## config.mk

```make
export PLATFORM = sky130hd
export DESIGN_NAME = fpu_flash_patch_unit
export DESIGN_NICKNAME = d
export VERILOG_FILES = /design/src/common/fpu_pkg.sv /design/src/rtl/fpu_flash_patch_unit.sv
export SDC_FILE = /design/constraint.sdc
export NUM_CORES = 1
export LEC_CHECK = 0
export BUFFER_PORTS_ARGS = -buffer_cell sky130_fd_sc_hd__buf_2
export CORE_AREA = 2 2 206 208
export CTS_CLUSTER_SIZE = 20
export DETAILED_ROUTE_END_ITERATION = 16
export DIE_AREA = 0 0 208 210
export PLACE_DENSITY = 0.57
export SLEW_MARGIN = 5
export SYNTH_ARGS = -nofsm -noshare
export SYNTH_HDL_FRONTEND = slang
export SYNTH_SLANG_ARGS = --single-unit
```

## constraint.sdc

```tcl
create_clock -name i_clk -period 4.39 [get_ports i_clk]
set_clock_uncertainty 0.2 [all_clocks]
set_input_delay 0.2195 -clock i_clk [delete_from_list [all_inputs] [get_ports i_clk]]
set_output_delay 0.2195 -clock i_clk [all_outputs]
set_load 0.005 [all_outputs]
```

## src/common/fpu_pkg.sv

```systemverilog
// package for the flash patch unit: comparator counts, address map, encodings
// assumes a 32-bit byte-addressed core fetch bus
package fpu_pkg;
  localparam int unsigned FPU_NUM_LIT = 2;
  localparam int unsigned FPU_NUM_INS = 6;
  localparam int unsigned FPU_NUM_CMP = 8;
  localparam int unsigned FPU_SLOT_SHIFT = 2;
  localparam logic [31:0] FPU_FLASH_BASE = 32'h0000_0000;
  localparam logic [31:0] FPU_FLASH_LIMIT = 32'h1fff_ffff;
  localparam logic [31:0] FPU_BKPT_INSN = 32'hbe00_be00;
  localparam logic [31:0] FPU_REMAP_RST = 32'h2000_0000;
  localparam logic [1:0] FPU_ALIGN_MASK = 2'h3;
endpackage : fpu_pkg

```

## src/rtl/fpu_flash_patch_unit.sv

```systemverilog
// flash patch unit: compares fetch and literal addresses, remaps to ram or breaks
// assumes the core holds address and kind for one cycle per access request,
// and returns the flash data and remapped data through this block
`timescale 1ns/1ps
`default_nettype none
// Functional notes
// - two literal comparators remap loads to ram
// - six instruction comparators remap fetches to ram
// - instruction comparator may return breakpoint instead
// - act only when global and own enable
// - redirect address is remap base plus offset
// - flash result discarded, remapped data delivered
// - protection checks use original flash address
// - unaligned literal loads never remapped
module fpu_flash_patch_unit
  import fpu_pkg::*;
#(
  parameter int unsigned NUM_LIT = FPU_NUM_LIT,
  parameter int unsigned NUM_INS = FPU_NUM_INS
) (
  // clock and reset
  input wire logic i_clk,
  input wire logic i_sys_rst,
  // configuration
  input wire logic i_glob_en,
  input wire logic [NUM_LIT+NUM_INS-1:0] i_cmp_en,
  input wire logic [NUM_INS-1:0] i_cmp_bkpt,
  input wire logic [NUM_LIT+NUM_INS-1:0][31:0] i_cmp_addr,
  input wire logic [31:0] i_remap_base,
  // core request
  input wire logic i_req,
  input wire logic i_req_lit,
  input wire logic [31:0] i_req_addr,
  // memory side data returns
  input wire logic i_flash_vld,
  input wire logic [31:0] i_flash_data,
  input wire logic i_ram_vld,
  input wire logic [31:0] i_ram_data,
  // outputs to memory and checker
  output logic o_bus_req,
  output logic [31:0] o_bus_addr,
  output logic o_remap_req,
  output logic [31:0] o_remap_addr,
  output logic [31:0] o_prot_addr,
  // outputs to core
  output logic o_rsp_vld,
  output logic [31:0] o_rsp_data,
  output logic o_rsp_bkpt
);
  localparam int unsigned NCMP = NUM_LIT + NUM_INS;
  localparam int unsigned IW = $clog2(NCMP);

  // elaboration check: slot map and enables serve at most eight comparators
  if (NUM_LIT < 1 || NUM_INS < 1 || NCMP > FPU_NUM_CMP) begin : g_bad_cfg
    $error("fpu: comparator counts out of range");
  end

  typedef enum logic [2:0] {
    ST_IDLE  = 3'b001,
    ST_FLASH = 3'b010,
    ST_PATCH = 3'b100
  } fpu_state_type;

  // ************************************
  // compare
  // ************************************
  logic [NCMP-1:0] hit;
  logic in_flash;
  logic aligned;

  assign in_flash = (i_req_addr >= FPU_FLASH_BASE) && (i_req_addr <= FPU_FLASH_LIMIT);
  assign aligned = (i_req_addr[1:0] & FPU_ALIGN_MASK) == 2'h0;

  genvar g;
  generate
    for (g = 0; g < NCMP; g++) begin : g_cmp
      // literal comparators come first, instruction ones after
      if (g < NUM_LIT) begin : g_lit
        assign hit[g] = i_glob_en && i_cmp_en[g] && i_req_lit && aligned && in_flash
          && (i_cmp_addr[g][31:2] == i_req_addr[31:2]);
      end else begin : g_ins
        assign hit[g] = i_glob_en && i_cmp_en[g] && !i_req_lit && in_flash
          && (i_cmp_addr[g][31:1] == i_req_addr[31:1]);
      end
    end
  endgenerate

  // lowest index wins when two comparators overlap
  logic [IW-1:0] hit_idx;
  logic any_hit;
  always_comb begin
    hit_idx = '0;
    any_hit = 1'b0;
    for (int i = NCMP - 1; i >= 0; i--) begin
      if (hit[i]) begin
        hit_idx = IW'(i);
        any_hit = 1'b1;
      end
    end
  end

  // literal slots padded with zero so the winner index selects directly
  logic [NCMP-1:0] bkpt_sel;
  logic hit_bkpt;
  assign bkpt_sel = {i_cmp_bkpt, {NUM_LIT{1'b0}}};
  assign hit_bkpt = any_hit && bkpt_sel[hit_idx];

  logic [31:0] remap_nxt;
  assign remap_nxt = i_remap_base + (32'(hit_idx) << FPU_SLOT_SHIFT);

  // ************************************
  // access sequencing
  // ************************************
  fpu_state_type state_r;
  logic flash_seen_r;
  logic ram_seen_r;
  logic [31:0] ram_data_r;
  logic patch_done;
  // either memory may answer first; the early answer is held for the other
  assign patch_done = (ram_seen_r || i_ram_vld) && (flash_seen_r || i_flash_vld);

  always_ff @(posedge i_clk or posedge i_sys_rst) begin
    if (i_sys_rst) begin
      state_r <= ST_IDLE;
    end else begin
      unique case (state_r)
        ST_IDLE: begin
          if (i_req && any_hit && !hit_bkpt) state_r <= ST_PATCH;
          else if (i_req && !any_hit) state_r <= ST_FLASH;
        end
        ST_FLASH: begin
          if (i_flash_vld) state_r <= ST_IDLE;
        end
        ST_PATCH: begin
          // stay until ram answers and the stray flash answer has drained
          if (patch_done) state_r <= ST_IDLE;
        end
      endcase
    end
  end

  // flash access is issued unless a breakpoint hits; a patched one is simply thrown away
  always_ff @(posedge i_clk or posedge i_sys_rst) begin
    if (i_sys_rst) begin
      o_bus_req <= 1'b0;
      o_bus_addr <= 32'h0000_0000;
      o_prot_addr <= 32'h0000_0000;
    end else begin
      o_bus_req <= (state_r == ST_IDLE) && i_req && !hit_bkpt;
      if (state_r == ST_IDLE && i_req) begin
        o_bus_addr <= i_req_addr;
        o_prot_addr <= i_req_addr;
      end
    end
  end

  always_ff @(posedge i_clk or posedge i_sys_rst) begin
    if (i_sys_rst) begin
      o_remap_req <= 1'b0;
      o_remap_addr <= FPU_REMAP_RST;
    end else begin
      o_remap_req <= (state_r == ST_IDLE) && i_req && any_hit && !hit_bkpt;
      if (state_r == ST_IDLE && i_req && any_hit) o_remap_addr <= remap_nxt;
    end
  end

  always_ff @(posedge i_clk or posedge i_sys_rst) begin
    if (i_sys_rst) begin
      flash_seen_r <= 1'b0;
    end else if (state_r == ST_IDLE) begin
      flash_seen_r <= 1'b0;
    end else if (state_r == ST_PATCH && i_flash_vld) begin
      flash_seen_r <= 1'b1;
    end
  end

  always_ff @(posedge i_clk or posedge i_sys_rst) begin
    if (i_sys_rst) begin
      ram_seen_r <= 1'b0;
      ram_data_r <= 32'h0000_0000;
    end else if (state_r == ST_IDLE) begin
      ram_seen_r <= 1'b0;
    end else if (state_r == ST_PATCH && i_ram_vld) begin
      ram_seen_r <= 1'b1;
      ram_data_r <= i_ram_data;
    end
  end

  // ************************************
  // response to core
  // ************************************
  always_ff @(posedge i_clk or posedge i_sys_rst) begin
    if (i_sys_rst) begin
      o_rsp_vld <= 1'b0;
      o_rsp_data <= 32'h0000_0000;
      o_rsp_bkpt <= 1'b0;
    end else begin
      o_rsp_vld <= 1'b0;
      o_rsp_bkpt <= 1'b0;
      if (state_r == ST_IDLE && i_req && hit_bkpt) begin
        o_rsp_vld <= 1'b1;
        o_rsp_data <= FPU_BKPT_INSN;
        o_rsp_bkpt <= 1'b1;
      end else if (state_r == ST_FLASH && i_flash_vld) begin
        o_rsp_vld <= 1'b1;
        o_rsp_data <= i_flash_data;
      end else if (state_r == ST_PATCH && patch_done) begin
        o_rsp_vld <= 1'b1;
        o_rsp_data <= i_ram_vld ? i_ram_data : ram_data_r;
      end
    end
  end

  // ************************************
  // checks
  // ************************************
  chk_unaligned_lit_pass: assert property (@(posedge i_clk) disable iff (i_sys_rst)
    (state_r == ST_IDLE && i_req && i_req_lit && i_req_addr[1:0] != 2'h0)
      |=> (!o_remap_req && o_bus_req))
    else $error("unaligned literal was remapped");
  chk_disabled_no_remap: assert property (@(posedge i_clk) disable iff (i_sys_rst)
    (state_r == ST_IDLE && i_req && !i_glob_en) |=> (!o_remap_req && !o_rsp_bkpt))
    else $error("remap while unit disabled");
  chk_remap_slot_addr: assert property (@(posedge i_clk) disable iff (i_sys_rst)
    (state_r == ST_IDLE && i_req && any_hit && !hit_bkpt)
      |=> (o_remap_addr == $past(i_remap_base) + (32'($past(hit_idx)) << FPU_SLOT_SHIFT)))
    else $error("remap address wrong");
  chk_prot_orig_addr: assert property (@(posedge i_clk) disable iff (i_sys_rst)
    (state_r == ST_IDLE && i_req) |=> (o_prot_addr == $past(i_req_addr)))
    else $error("protection address not original");
  chk_flash_still_issued: assert property (@(posedge i_clk) disable iff (i_sys_rst)
    o_remap_req |-> o_bus_req)
    else $error("flash access missing on remap");
  chk_patch_data_used: assert property (@(posedge i_clk) disable iff (i_sys_rst)
    (state_r == ST_PATCH && i_ram_vld && (flash_seen_r || i_flash_vld))
      |=> (o_rsp_vld && o_rsp_data == $past(i_ram_data)))
    else $error("patched data not delivered");
  chk_patch_late_flash: assert property (@(posedge i_clk) disable iff (i_sys_rst)
    (state_r == ST_PATCH && ram_seen_r && i_flash_vld)
      |=> (o_rsp_vld && o_rsp_data == $past(ram_data_r)))
    else $error("held patch data lost on late flash");
  chk_bkpt_returned: assert property (@(posedge i_clk) disable iff (i_sys_rst)
    (state_r == ST_IDLE && i_req && hit_bkpt)
      |=> (o_rsp_bkpt && o_rsp_data == FPU_BKPT_INSN && !o_bus_req))
    else $error("breakpoint not returned");
  chk_lit_only_low: assert property (@(posedge i_clk) disable iff (i_sys_rst)
    (state_r == ST_IDLE && i_req && i_req_lit && any_hit) |-> (hit_idx < IW'(NUM_LIT)))
    else $error("literal matched instruction comparator");
  chk_ins_only_high: assert property (@(posedge i_clk) disable iff (i_sys_rst)
    (state_r == ST_IDLE && i_req && !i_req_lit && any_hit) |-> (hit_idx >= IW'(NUM_LIT)))
    else $error("fetch matched literal comparator");
  chk_slot_stride: assert property (@(posedge i_clk) disable iff (i_sys_rst)
    o_remap_req |-> (o_remap_addr[1:0] == i_remap_base[1:0]))
    else $error("slot stride not word");
endmodule : fpu_flash_patch_unit
`default_nettype wire

```

== After elaboration in Yosys (flattened, before gate mapping) ==
Cells that the tools add are included.
Storage, ports and cells
  register bits: 137
  output and inout port bits: 132
  logic and storage cells: 125
Operators by class
  add/sub/neg operators: 1
  order comparisons: 3
  equality and inequality tests: 14
  muxes and demuxes: 35
  bitwise operators: 1
  reduce and logical (&&, ||, !) cells: 60
Operators by type and width (count)
  $eq 31x31->1: 6
  $mux 32: 4
  $eq 30x30->1: 2
  $logic_and 1x1->1: 49
  $mux 3: 12
  $add 32x5->32: 1
  $ge 32x1->1 const B: 1
  $le 32x29->1 const B: 1
  $mux 1: 17
  $pmux 3 s3: 1
  $lt 3x4->1 const B: 1
  $ne 2x2->1 const B: 2
  $reduce_bool 2->1: 2
  $bmux 1 s3: 1
  $eq 3x1->1 const B: 1
  $eq 3x2->1 const B: 1
  $eq 3x3->1 const B: 1
  $logic_not 1->1: 3
  $ne 3x3->1 const B: 1
  $reduce_and 3->1: 1
  $reduce_bool 3->1: 1
  $logic_not 2->1: 1
  $logic_or 1x1->1: 2
  $reduce_and 2->1: 1
  $not 1->1: 1

== Depth between registers and ports, before layout ==
Gate-level depths: netlist of run 1.
  depth after elaboration: 19
  depth in mapped cells: 21
  depth with buffers taken out: 19

== Worst setup path before layout of run 1 ==
Ideal clock, no wire load.
  path kind: input to register
  from: input i_req_addr[29]
  to: register o_remap_addr[30]
  arrival time: 3.603 ns
  slack: 0.452 ns
  stages: 20
  path through: buf_2 -> xor2_1 -> or3_1 -> or3_1 -> o21ai_1 -> o2bb2ai_2 -> ha_1 -> inv_1 -> fa_1 -> inv_1 -> a21oi_1 -> nor2_1 -> inv_1 -> nor3b_1 -> and2_1 -> clkbuf_1 -> nand2_1 -> nor2_1 -> xnor2_1 -> o21ai_0
On the way
  word-level cells in the longest chain between the ends: 13
  elaborated cells on any way between the ends: 45
  those cells by class: add/sub: 1; order compare: 2; eq/ne: 8; mux: 16; reduce/logical: 18
Ends and longest elaborated chain
  start: declaration: RTL line fpu_flash_patch_unit.sv:33  | input wire logic [31:0] i_req_addr,
  $ge 32x1->1 or $le 32x29->1 (tied branches): RTL line fpu_flash_patch_unit.sv:71  | assign in_flash = (i_req_addr >= FPU_FLASH_BASE) && (i_req_addr <= FPU_FLASH_LIMIT);
  $logic_and 1x1->1: RTL line fpu_flash_patch_unit.sv:71
  $logic_and 1x1->1: RTL line fpu_flash_patch_unit.sv:82  | assign hit[g] = i_glob_en && i_cmp_en[g] && !i_req_lit && in_flash
  $logic_and 1x1->1: RTL line fpu_flash_patch_unit.sv:83  | && (i_cmp_addr[g][31:1] == i_req_addr[31:1]);
  $mux 3 or $mux 1 (tied branches) (8 in a row): RTL line fpu_flash_patch_unit.sv:95  | if (hit[i]) begin
  $add 32x5->32 or $logic_and 1x1->1 (tied branches): RTL line fpu_flash_patch_unit.sv:109, fpu_flash_patch_unit.sv:163
  end signal: assignment: RTL line fpu_flash_patch_unit.sv:163  | if (state_r == ST_IDLE && i_req && any_hit) o_remap_addr <= remap_nxt;
  end: declaration: RTL line fpu_flash_patch_unit.sv:43  | output logic [31:0] o_remap_addr,
Parallel ways exist; a longest one is shown, timed or not.
A chain may end at the register's enable or synchronous reset.

== Final worst setup path of run 1 ==
  from: input i_req_addr[22]
  to: register o_remap_addr[17]
Same word-level chain as after synthesis.

==> results.toml, run 1 <==
[floorplan]
ios = 537
rows = 75
dieArea_mm2 = 0.0437
die_h_um = 210
start_util_pct = 24.9
core_mm2 = 0.0415
die_width_um = 208

[cells_and_area]
layout-drive-gt1-share_pct = 43.8
layout.nets = 2109
final_cell_mix = "buf_2 (526), xor2_1 (194), dfrtp_1 (135)"
final_common_cell = "buf_2"
areaGrowthSynthToFinish_pct = 47.2
fillers = 4251
multi_input_comb_area_mm2 = 0.00633
final_util_pct = 36.6
layout.cells.non_filler = 2255
seqCellArea_mm2 = 0.00343

[route]
drtIter0Drc = 568
ant_nets = 0
viasPerCell = 4.91
num_vias = 11100
wirelength_mm = 52.5
firstDrtPassIters = 5
drc_errors = 0
routedWlPerCell_um = 23.3

[synthesis]
synth_xor_area_share_pct = 22.8
synth_area_per_cell_um2 = 9.48
syn_area_mm2 = 0.0103
synth-simple-area-share_pct = 18.4
synth_edf_count = 0
postSynth.asyncResetShare_pct = 100
syn_inst = 1089
yosys_warnings = 0
synth_top_family_by_area = "XOR/XNOR gates"
ys_ff_latch = 137
ys_dominant_reg_cell = "dfrtp_1"
yosys-mux-area-fraction_pct = 10.8
synth_fp_nets = 1498
synth_seq_area_share_pct = 33.2
synth.distinct_cells = 68
synth_fa_ha_area_share_pct = 0.558
synth-compound-area-share_pct = 8.02

[clock_tree]
cts_buffers = 17
cts_tree = "yes"
ctsLongestPathBuffers = 2
ctsRootBufferMaster = "clkbuf_16"
clk_pin_slew_ns = 0.07
clk_latency_ns = 0.44
cts_max_level = 4
cts.sinks = 137

[hold_path]
worstHoldStart = "i_req_addr[24]"
hold_path.class = "in2reg"

[setup_path]
r2r_setup_slack_ns = 1.65
timing.rr.start = "state_r[0]"
slowest_delay_ns = 0.56
reg2regPathDepth = 7
path_cells = "dlygate4sd3_1 -> buf_2 -> buf_4 -> xor2_1 -> or3_1 -> or3_4 -> o211ai_1 -> nand2_1 -> buf_4 -> ha_1 -> a21o_1 -> a21oi_2 -> nor3_2 -> buf_4 -> nand3_1 -> xor2_1 -> dlygate4sd3_1 -> o21ai_0"
start_kind = "primary input"
critPathKind = "in2reg"
cp-endpoint = "o_remap_addr[17]"
critPathMostFrequentCell = "buf_4"
required_ns = 4.56
cpMaxStageDelayCell = "dlygate4sd3_1"
cp_max_fo = 5
crit_arrival_ns = 4.44
endpoint_kind = "register"
r2r_end = "o_rsp_data[7]"
cp-startpoint = "i_req_addr[22]"

[timing]
worstMarginPinSlew_ns = 1.06
setup_viol = 0
worst_slew_margin_rel_pct = 29.3
setup_tns_ns = 0
min_period_over_period_pct = 97.2
finalMaxSlewViolations = 0
finalCriticalPeriod_ns = 4.27
hold_ws_ns = 0.0258
hold_viol = 0
fmax_ghz = 0.234

[grt]
grt_busiest_layer = "met2"
grt_max_degree = 67
grt_overflow = 0
use_met1_pct = 30.6
grt_pass1_vias = 11500
antenna_found_initial = 6
grt_use_met3_pct = 3.56
grt_pass1_wl_mm = 75.5
grt_use_total_pct = 23.6
grt_util_met2_pct = 40.3

[placement]
dp_hpwl_mm = 43.5
dp.cells = 2147
place_congestion = 1.01
portBuffers = 526

[power_and_ir_drop]
leakage_nw = 7.33
vdd_drop_max_mv = 0.261
p_total_mw = 4.95
pwr_density_cell_mw_per_mm2 = 326

[outcome]
outcome = "completed"

[job]
drv_cap = 0
## synth_stat cells (all sizes together) (4+ instances only)
cell type	count	share of area (%)
dfrtp	135	33
and4	4	0.36
buf	76	4.9
nor4	72	4.4
clkbuf	26	0.95
nor4b	6	0.65
mux2	68	7.5
a211o	12	1.0
nand2	58	2.1
inv	8	0.29
a211oi	32	2.3
or4	4	0.36
nor2	73	2.7
nor3	18	0.87
xnor2	75	6.4
nand2b	10	0.61
nor3b	4	0.29
o21ai	33	1.7
mux2i	34	3.3
nand4	52	3.2
or3	6	0.41
a21oi	24	1.2
and3	10	0.62
xor2	194	16
nand3	16	0.82
## cells by family (layout without fill, tap and decap cells)
kind of cell / Yosys count / count (layout)
adders and majority gates: 4 / 4
and+or+nand+nor: 348 / 348
DFF: 137 / 137
AOI/OAI and AO/OA: 119 / 119
buffers and inverters: 110 / 732
muxes: 102 / 102
other: 0 / 5
xor gates and xnor gates: 269 / 269
## area by class of cell
type,count,area share [%]
Antenna cell,5,0.0823
Clock buffer,22,3.12
Clock inverter,8,0.477
Inverter,8,0.231
Multi-Input combinational cell,842,41.7
Sequential cell,137,22.6
Tap cell,539,4.44
Timing Repair Buffer,694,27.4
## worst max-delay path, delay by kind of cell
family	cells	cell delay, ns
xor+xnor	2	0.34
buf+inv	6	1.76
compound gates	4	0.58
fa+ha+maj	1	0.26
simple gates	5	1.27
## what timing repair did
item | in CTS | in global routing
buffers inserted | 0 | 0
gates resized for setup | 0 | 10
endpoints found under the hold margin | 134 | 0
hold buffers | 73 | 0
setup endpoints to repair | 0 | 8
## state kept, by name, indices dropped and copies added, names as in the netlist
signal        cells
flash_seen_r      1
o_bus_req         1
o_prot_addr      32
o_remap_addr     32
o_remap_req       1
o_rsp_bkpt        1
o_rsp_data       32
o_rsp_vld         1
ram_data_r       32
ram_seen_r        1
state_r           3
## metrics by stage
stage / setup WS (ns) / area [um2]
2_1_floorplan: 0.306 / 10300
3_3_place_gp: -0.0867 / 13900
3_5_place_dp: -0.0948 / 13900
4_1_cts: 0.0182 / 15100
5_1_grt: -0.00447 / 15200
6_report: 0.121 / 15200
## worst min path at each step
stage / slack (ns) / depth (start not counted) / endpoint
global placement: 0.18 / 2 / o_remap_addr[1]
detailed placement: 0.18 / 2 / o_rsp_data[13]
CTS: 0.001 / 3 / o_prot_addr[24]
floorplan: 0.17 / 1 / o_remap_addr[0]
global route: 0.03 / 3 / o_prot_addr[24]
finish: 0.03 / 3 / o_prot_addr[24]
## where the power goes
group,switching [mW],internal [mW],leakage (nW)
Sequential,0.219,1.56,1.80
Combinational,0.907,0.888,5.27
Clock,0.566,0.813,0.264
## per-layer routing
layer,routed length (um),vias up
li1,-,5075
met1,23200,5458
met2,25200,454
met5,7,-
met3,2660,87
met4,1500,2
Note: power is estimated with default switching activity, not from simulation.
==> run 2: changes to the inputs <==
PLACE_DENSITY = 0.59   (was 0.57)
clock period = 3.8 ns   (was 4.39 ns; I/O delays follow)
==> run 2 against run 1 <==
  * Sequential share of layout area shrank 1.6 points
  * Sequential power grew 16%
  * Clock power grew 37%
  * Routed wire length grew 1.9%
  * Final cell count grew 4.8%
  * Core utilization grew 2.8 points
  * Critical endpoint is now o_remap_addr[26]
  * Highest routed layer unchanged
==> results.toml, run 2 (synthesized netlist as in run 1, its figures left out) <==
[timing]
finalMaxSlewViolations = 0
worstMarginPinSlew_ns = 0.916
setup_viol = 0
fmax_ghz = 0.277
finalCriticalPeriod_ns = 3.62
hold_viol = 0
worst_slew_margin_rel_pct = 38.8
rsz0062_at_grt = "yes"
min_period_over_period_pct = 95.1

[setup_path]
r2r_setup_slack_ns = 1.19
reg2regPathDepth = 7
required_ns = 3.90
start_kind = "primary input"
endpoint_kind = "register"
critPathKind = "in2reg"
r2r_end = "o_rsp_data[24]"
crit_arrival_ns = 3.71
cp_max_fo = 5
timing.rr.start = "state_r[0]"

[cells_and_area]
final_cell_mix = "buf_2 (519), xor2_1 (193), buf_4 (188)"
fillers = 4195
layout.nets = 2216
final_common_cell = "buf_2"
layout.cells.non_filler = 2363
areaGrowthSynthToFinish_pct = 58.5
layout-drive-gt1-share_pct = 48.0

[clock_tree]
ctsLongestPathBuffers = 2
clk_pin_slew_ns = 0.07
cts_tree = "yes"
cts_max_level = 4
cts_buffers = 17
ctsRootBufferMaster = "clkbuf_16"
cts.sinks = 137
clk_latency_ns = 0.42

[power_and_ir_drop]
p_total_mw = 6.22
pwr_density_cell_mw_per_mm2 = 380
leakage_nw = 7.94
vdd_drop_max_mv = 0.265

[floorplan]
core_mm2 = 0.0415
rows = 75
start_util_pct = 24.9
dieArea_mm2 = 0.0437
die_width_um = 208
die_h_um = 210
ios = 537

[hold_path]
holdPathEnd = "o_prot_addr[1]"
holdPathStages = 2
worstHoldStart = "i_req_addr[1]"
hold_path.class = "in2reg"

[route]
ant_nets = 0
drtIter0Drc = 722
viasPerCell = 4.82
firstDrtPassIters = 5
routedWlPerCell_um = 22.7
wirelength_mm = 53.5
num_vias = 11400
drc_errors = 0

[grt]
antenna_found_initial = 9
grt_pass1_vias = 11800
grt_max_degree = 138
grt_use_total_pct = 23.9
grt_overflow = 0
grt_pass1_wl_mm = 76.2

[placement]
place_congestion = 1.05
portBuffers = 526
dp_hpwl_mm = 44.6
dp.cells = 2246

[outcome]
outcome = "completed"

[job]
drv_cap = 0
==> run 2: cell count changes in the layout (fill, tap and decap cells not counted), sizes merged <==
| cell | previous run | this run |
|---|---|---|
| buf | 621 | 720 |
| bufinv | 1 | 6 |
| dlygate4sd3 | 73 | 77 |
| clkbuf | 22 | 24 |
| clkinv | 4 | 3 |
| inv | 8 | 7 |
==> run 2: report_power, final <==
part / internal [mW] / leakage (nW) / switching, mW
Combinational: 1.14 / 5.83 / 1.11
Sequential: 1.80 / 1.80 / 0.264
Clock: 1.23 / 0.311 / 0.663
==> run 2: stage by stage <==
stage / instance area, um2 / setup slack [ns] / hold slack, ns / setup TNS (ns) / util (%)
detailed placement: 14700 / -0.544 / 0.229 / -6.43 / 35.4
global placement: 14700 / -0.595 / 0.223 / -6.25 / 35.4
CTS: 16200 / 0.00666 / 0.000746 / 0 / 39.0
floorplan: 10300 / 0.0120 / 0.141 / 0 / -
global route: 16400 / -0.0187 / 0.00823 / -0.0187 / 39.4
finish: 16400 / 0.185 / 0.00452 / 0 / 39.4
==> run 2: layout make-up <==
| type | count | area, um2 | area share (%) |
|---|---|---|---|
| diodes | 5 | 12.5 | 0.0765 |
| flip-flops and latches | 137 | 3430 | 21.0 |
| repair buffers | 801 | 5070 | 31.0 |
| clock buffers | 20 | 437 | 2.67 |
| inverters | 8 | 33.8 | 0.207 |
| well taps | 539 | 674 | 4.12 |
| multi-input cells | 842 | 6480 | 39.6 |
| clock inverters | 11 | 221 | 1.35 |
==> run 2: routing by layer <==
layer	part of all wire [%]	routed length [um]	GRT usage [%]
met1	41	22200	29.3
met2	46	24900	39.1
met3	7.3	3900	6.42
met4	4.5	2420	10.8
met5	0.24	128	1.22
==> run 2: worst max-delay path by stage <==
stage / from / to / slack, ns / cells after the start
6_report: i_req_addr[14] / o_remap_addr[26] / 0.18 / 23
3_5_place_dp: i_req_addr[7] / o_remap_addr[26] / -0.54 / 21
5_1_grt: i_req_addr[7] / o_remap_addr[26] / -0.02 / 21
3_3_place_gp: i_req_addr[23] / o_remap_addr[26] / -0.59 / 19
2_1_floorplan: i_req_addr[29] / o_remap_addr[30] / 0.01 / 20
4_1_cts: i_req_addr[20] / o_remap_addr[26] / 0.007 / 21
==> run 2: timing repair <==
action	4_1_cts	5_1_grt
setup endpoints to repair	5	12
gates resized for setup	7	34
hold buffers	77	0
setup buffers	0	4
hold endpoints to repair	213	0
pin swaps	0	17
==> run 2: critical path: stages <==
cell	delay, ns
buf_2	0.17
buf_4	0.15
xor2_1	0.16
nor4_2	0.31
buf_4	0.17
nand4_1	0.10
buf_4	0.18
or4_4	0.56
nand3_2	0.12
o2bb2ai_4	0.10
ha_4	0.17
inv_1	0.06
fa_2	0.20
inv_1	0.05
a21oi_2	0.16
nor2_1	0.07
inv_1	0.08
nor3b_2	0.05
and2_4	0.15
buf_4	0.15
nand4_1	0.11
xor2_1	0.16
o21ai_1	0.07
==> run 3: changes to the inputs <==
PLACE_DENSITY = 0.51   (was 0.59)
==> run 3 against run 2 <==
  * Register-to-register slack better by 0.13 ns
  * Maximum frequency increased by 1.3%
  * Sequential share of layout area is 0.17 points higher
  * Clock-buffer cell count grew 4
  * Worst setup slack improved by 0.046 ns
  * Design area shrank 0.81%
  * Largest cell class unchanged
  * Die area unchanged
==> results.toml, run 3 (synthesized netlist as in run 1, its figures left out) <==
[outcome]
outcome = "completed"

[clock_tree]
clk_latency_ns = 0.44
cts_max_level = 4
ctsRootBufferMaster = "clkbuf_16"
cts_buffers = 17
ctsLongestPathBuffers = 2
clk_pin_slew_ns = 0.06
cts.sinks = 137
cts_tree = "yes"

[power_and_ir_drop]
vdd_drop_max_mv = 0.284
p_int_mw = 3.97
leakage_nw = 7.88
pwr_density_cell_mw_per_mm2 = 369
p_comb_share_pct = 37.6
switching_share_pct = 33.6
net-switching-power_mw = 2.01
pwr-share-seq_pct = 34.2
p_total_mw = 5.99
power.share.clock_pct = 28.2

[floorplan]
core_mm2 = 0.0415
dieArea_mm2 = 0.0437
die_h_um = 210
rows = 75
start_util_pct = 24.9
die_width_um = 208
ios = 537

[hold_path]
hold_path.class = "in2reg"
holdPathStages = 2
worstHoldStart = "i_req_addr[28]"
holdPathEnd = "o_prot_addr[28]"

[setup_path]
r2r_end = "o_rsp_data[21]"
slowest_delay_ns = 0.40
cp_max_fo = 5
r2r_setup_slack_ns = 1.32
endpoint_kind = "register"
timing.rr.start = "state_r[0]"
path_buf_inv = 6
start_kind = "primary input"
worst-path-stages = 21
cpMaxStageDelayCell = "o41a_1"
reg2regPathDepth = 7
critPathKind = "in2reg"
crit_arrival_ns = 3.73
path_cells = "buf_2 -> buf_4 -> xnor2_1 -> nand4_1 -> nor4_1 -> and3_2 -> o41a_1 -> o2bb2ai_2 -> ha_2 -> inv_1 -> fa_2 -> inv_1 -> a21oi_2 -> nor2_1 -> inv_1 -> nor3b_2 -> and2_4 -> buf_4 -> nand4_1 -> xor2_1 -> o21ai_0"
crit_family = "simple AND/OR/NAND/NOR gates"
critPathMostFrequentCell = "inv_1"
required_ns = 3.96

[placement]
place_area_mm2 = 0.0145
place_congestion = 0.997
portBuffers = 526
dp_hpwl_mm = 44.9

[timing]
finalCriticalPeriod_ns = 3.57
fmax_ghz = 0.280
rsz0062_at_grt = "no"
worstMarginPinSlew_ns = 0.831
setup_viol = 0
worst_slew_margin_rel_pct = 44.6
setup_tns_ns = 0
min_period_over_period_pct = 93.9
finalMaxSlewViolations = 0
hold_viol = 0

[grt]
antenna_found_initial = 9
grt_pass1_wl_mm = 77.7
grt_overflow = 0
grt_pass1_vias = 11900
grt_use_total_pct = 24.4
grt_max_degree = 138

[cells_and_area]
layout.nets = 2213
areaGrowthSynthToFinish_pct = 57.2
final_cell_mix = "buf_2 (524), xor2_1 (194), buf_4 (170)"
design_area_mm2 = 0.0162
layout-drive-gt1-share_pct = 47.3
final_common_cell = "buf_2"

[route]
drtIter0Drc = 705
viasPerCell = 4.82
firstDrtPassIters = 5
num_vias = 11400
ant_nets = 0
routedWlPerCell_um = 23.1
wirelength_mm = 54.4
drc_errors = 0

[job]
drv_cap = 0
run 3: cell count changes in the layout (fill, tap and decap cells not counted), sizes merged, moves of 2 or more:
cell         delta
clkbuf          +2
clkinv          +2
bufinv          -4
dlygate4sd3    +15
buf            -16
diode           -2
run 3: layer usage:
metal / vias to the layer above / part of all wire (%) / wire length [um] / track usage (%)
li1: 5280 / - / - / -
met1: 5543 / 43 / 23400 / 30.9
met2: 455 / 49 / 26400 / 42.2
met3: 93 / 5.0 / 2740 / 3.68
met4: 8 / 3.2 / 1740 / 8.73
met5: - / 0.083 / 45 / 0
run 3: cell type report:
type	count	area [um2]
well taps	539	674
multi-input cells	842	6470
flip-flops and latches	137	3430
inverters	8	33.8
fillers	4237	25300
repair buffers	798	5030
diodes	3	7.51
clock buffers	24	492
clock inverters	8	92.6
run 3: through the flow:
step           setup WS, ns  instances  utilization [%]  hold WS (ns)
2_1_floorplan        0.0120       1089                -         0.141
3_3_place_gp         -0.412       2229             35.0         0.224
3_5_place_dp         -0.482       2229             35.0         0.231
4_1_cts             0.00322       2353             38.6       0.00221
5_1_grt              0.0279       2359             39.1       0.00992
6_report              0.231       2359             39.1        0.0219
run 3: power groups by stage:
stage          sequential, mW  combinational, mW  clock, mW
2_1_floorplan            2.06               1.10          0
3_3_place_gp             2.07               2.15          0
3_5_place_dp             2.08               2.15          0
4_1_cts                  2.06               2.23       1.75
5_1_grt                  2.10               2.42       1.80
6_report                 2.05               2.25       1.69
run 3: how the worst max path moves through the flow:
stage	to	start
after floorplan	o_remap_addr[30]	i_req_addr[29]
after global placement	o_remap_addr[26]	i_req_addr[14]
after detailed placement	o_remap_addr[26]	i_req_addr[30]
after CTS	o_remap_addr[26]	i_req_addr[28]
after global routing	o_remap_addr[26]	i_req_addr[30]
final	o_remap_addr[26]	i_req_addr[14]
run 3: repair_timing:
item | CTS | global route
hold endpoints to repair | 227 | 0
gates resized for setup | 1 | 35
pin swaps | 0 | 13
buffers inserted | 0 | 3
hold buffers | 92 | 0
setup endpoints to repair | 2 | 10
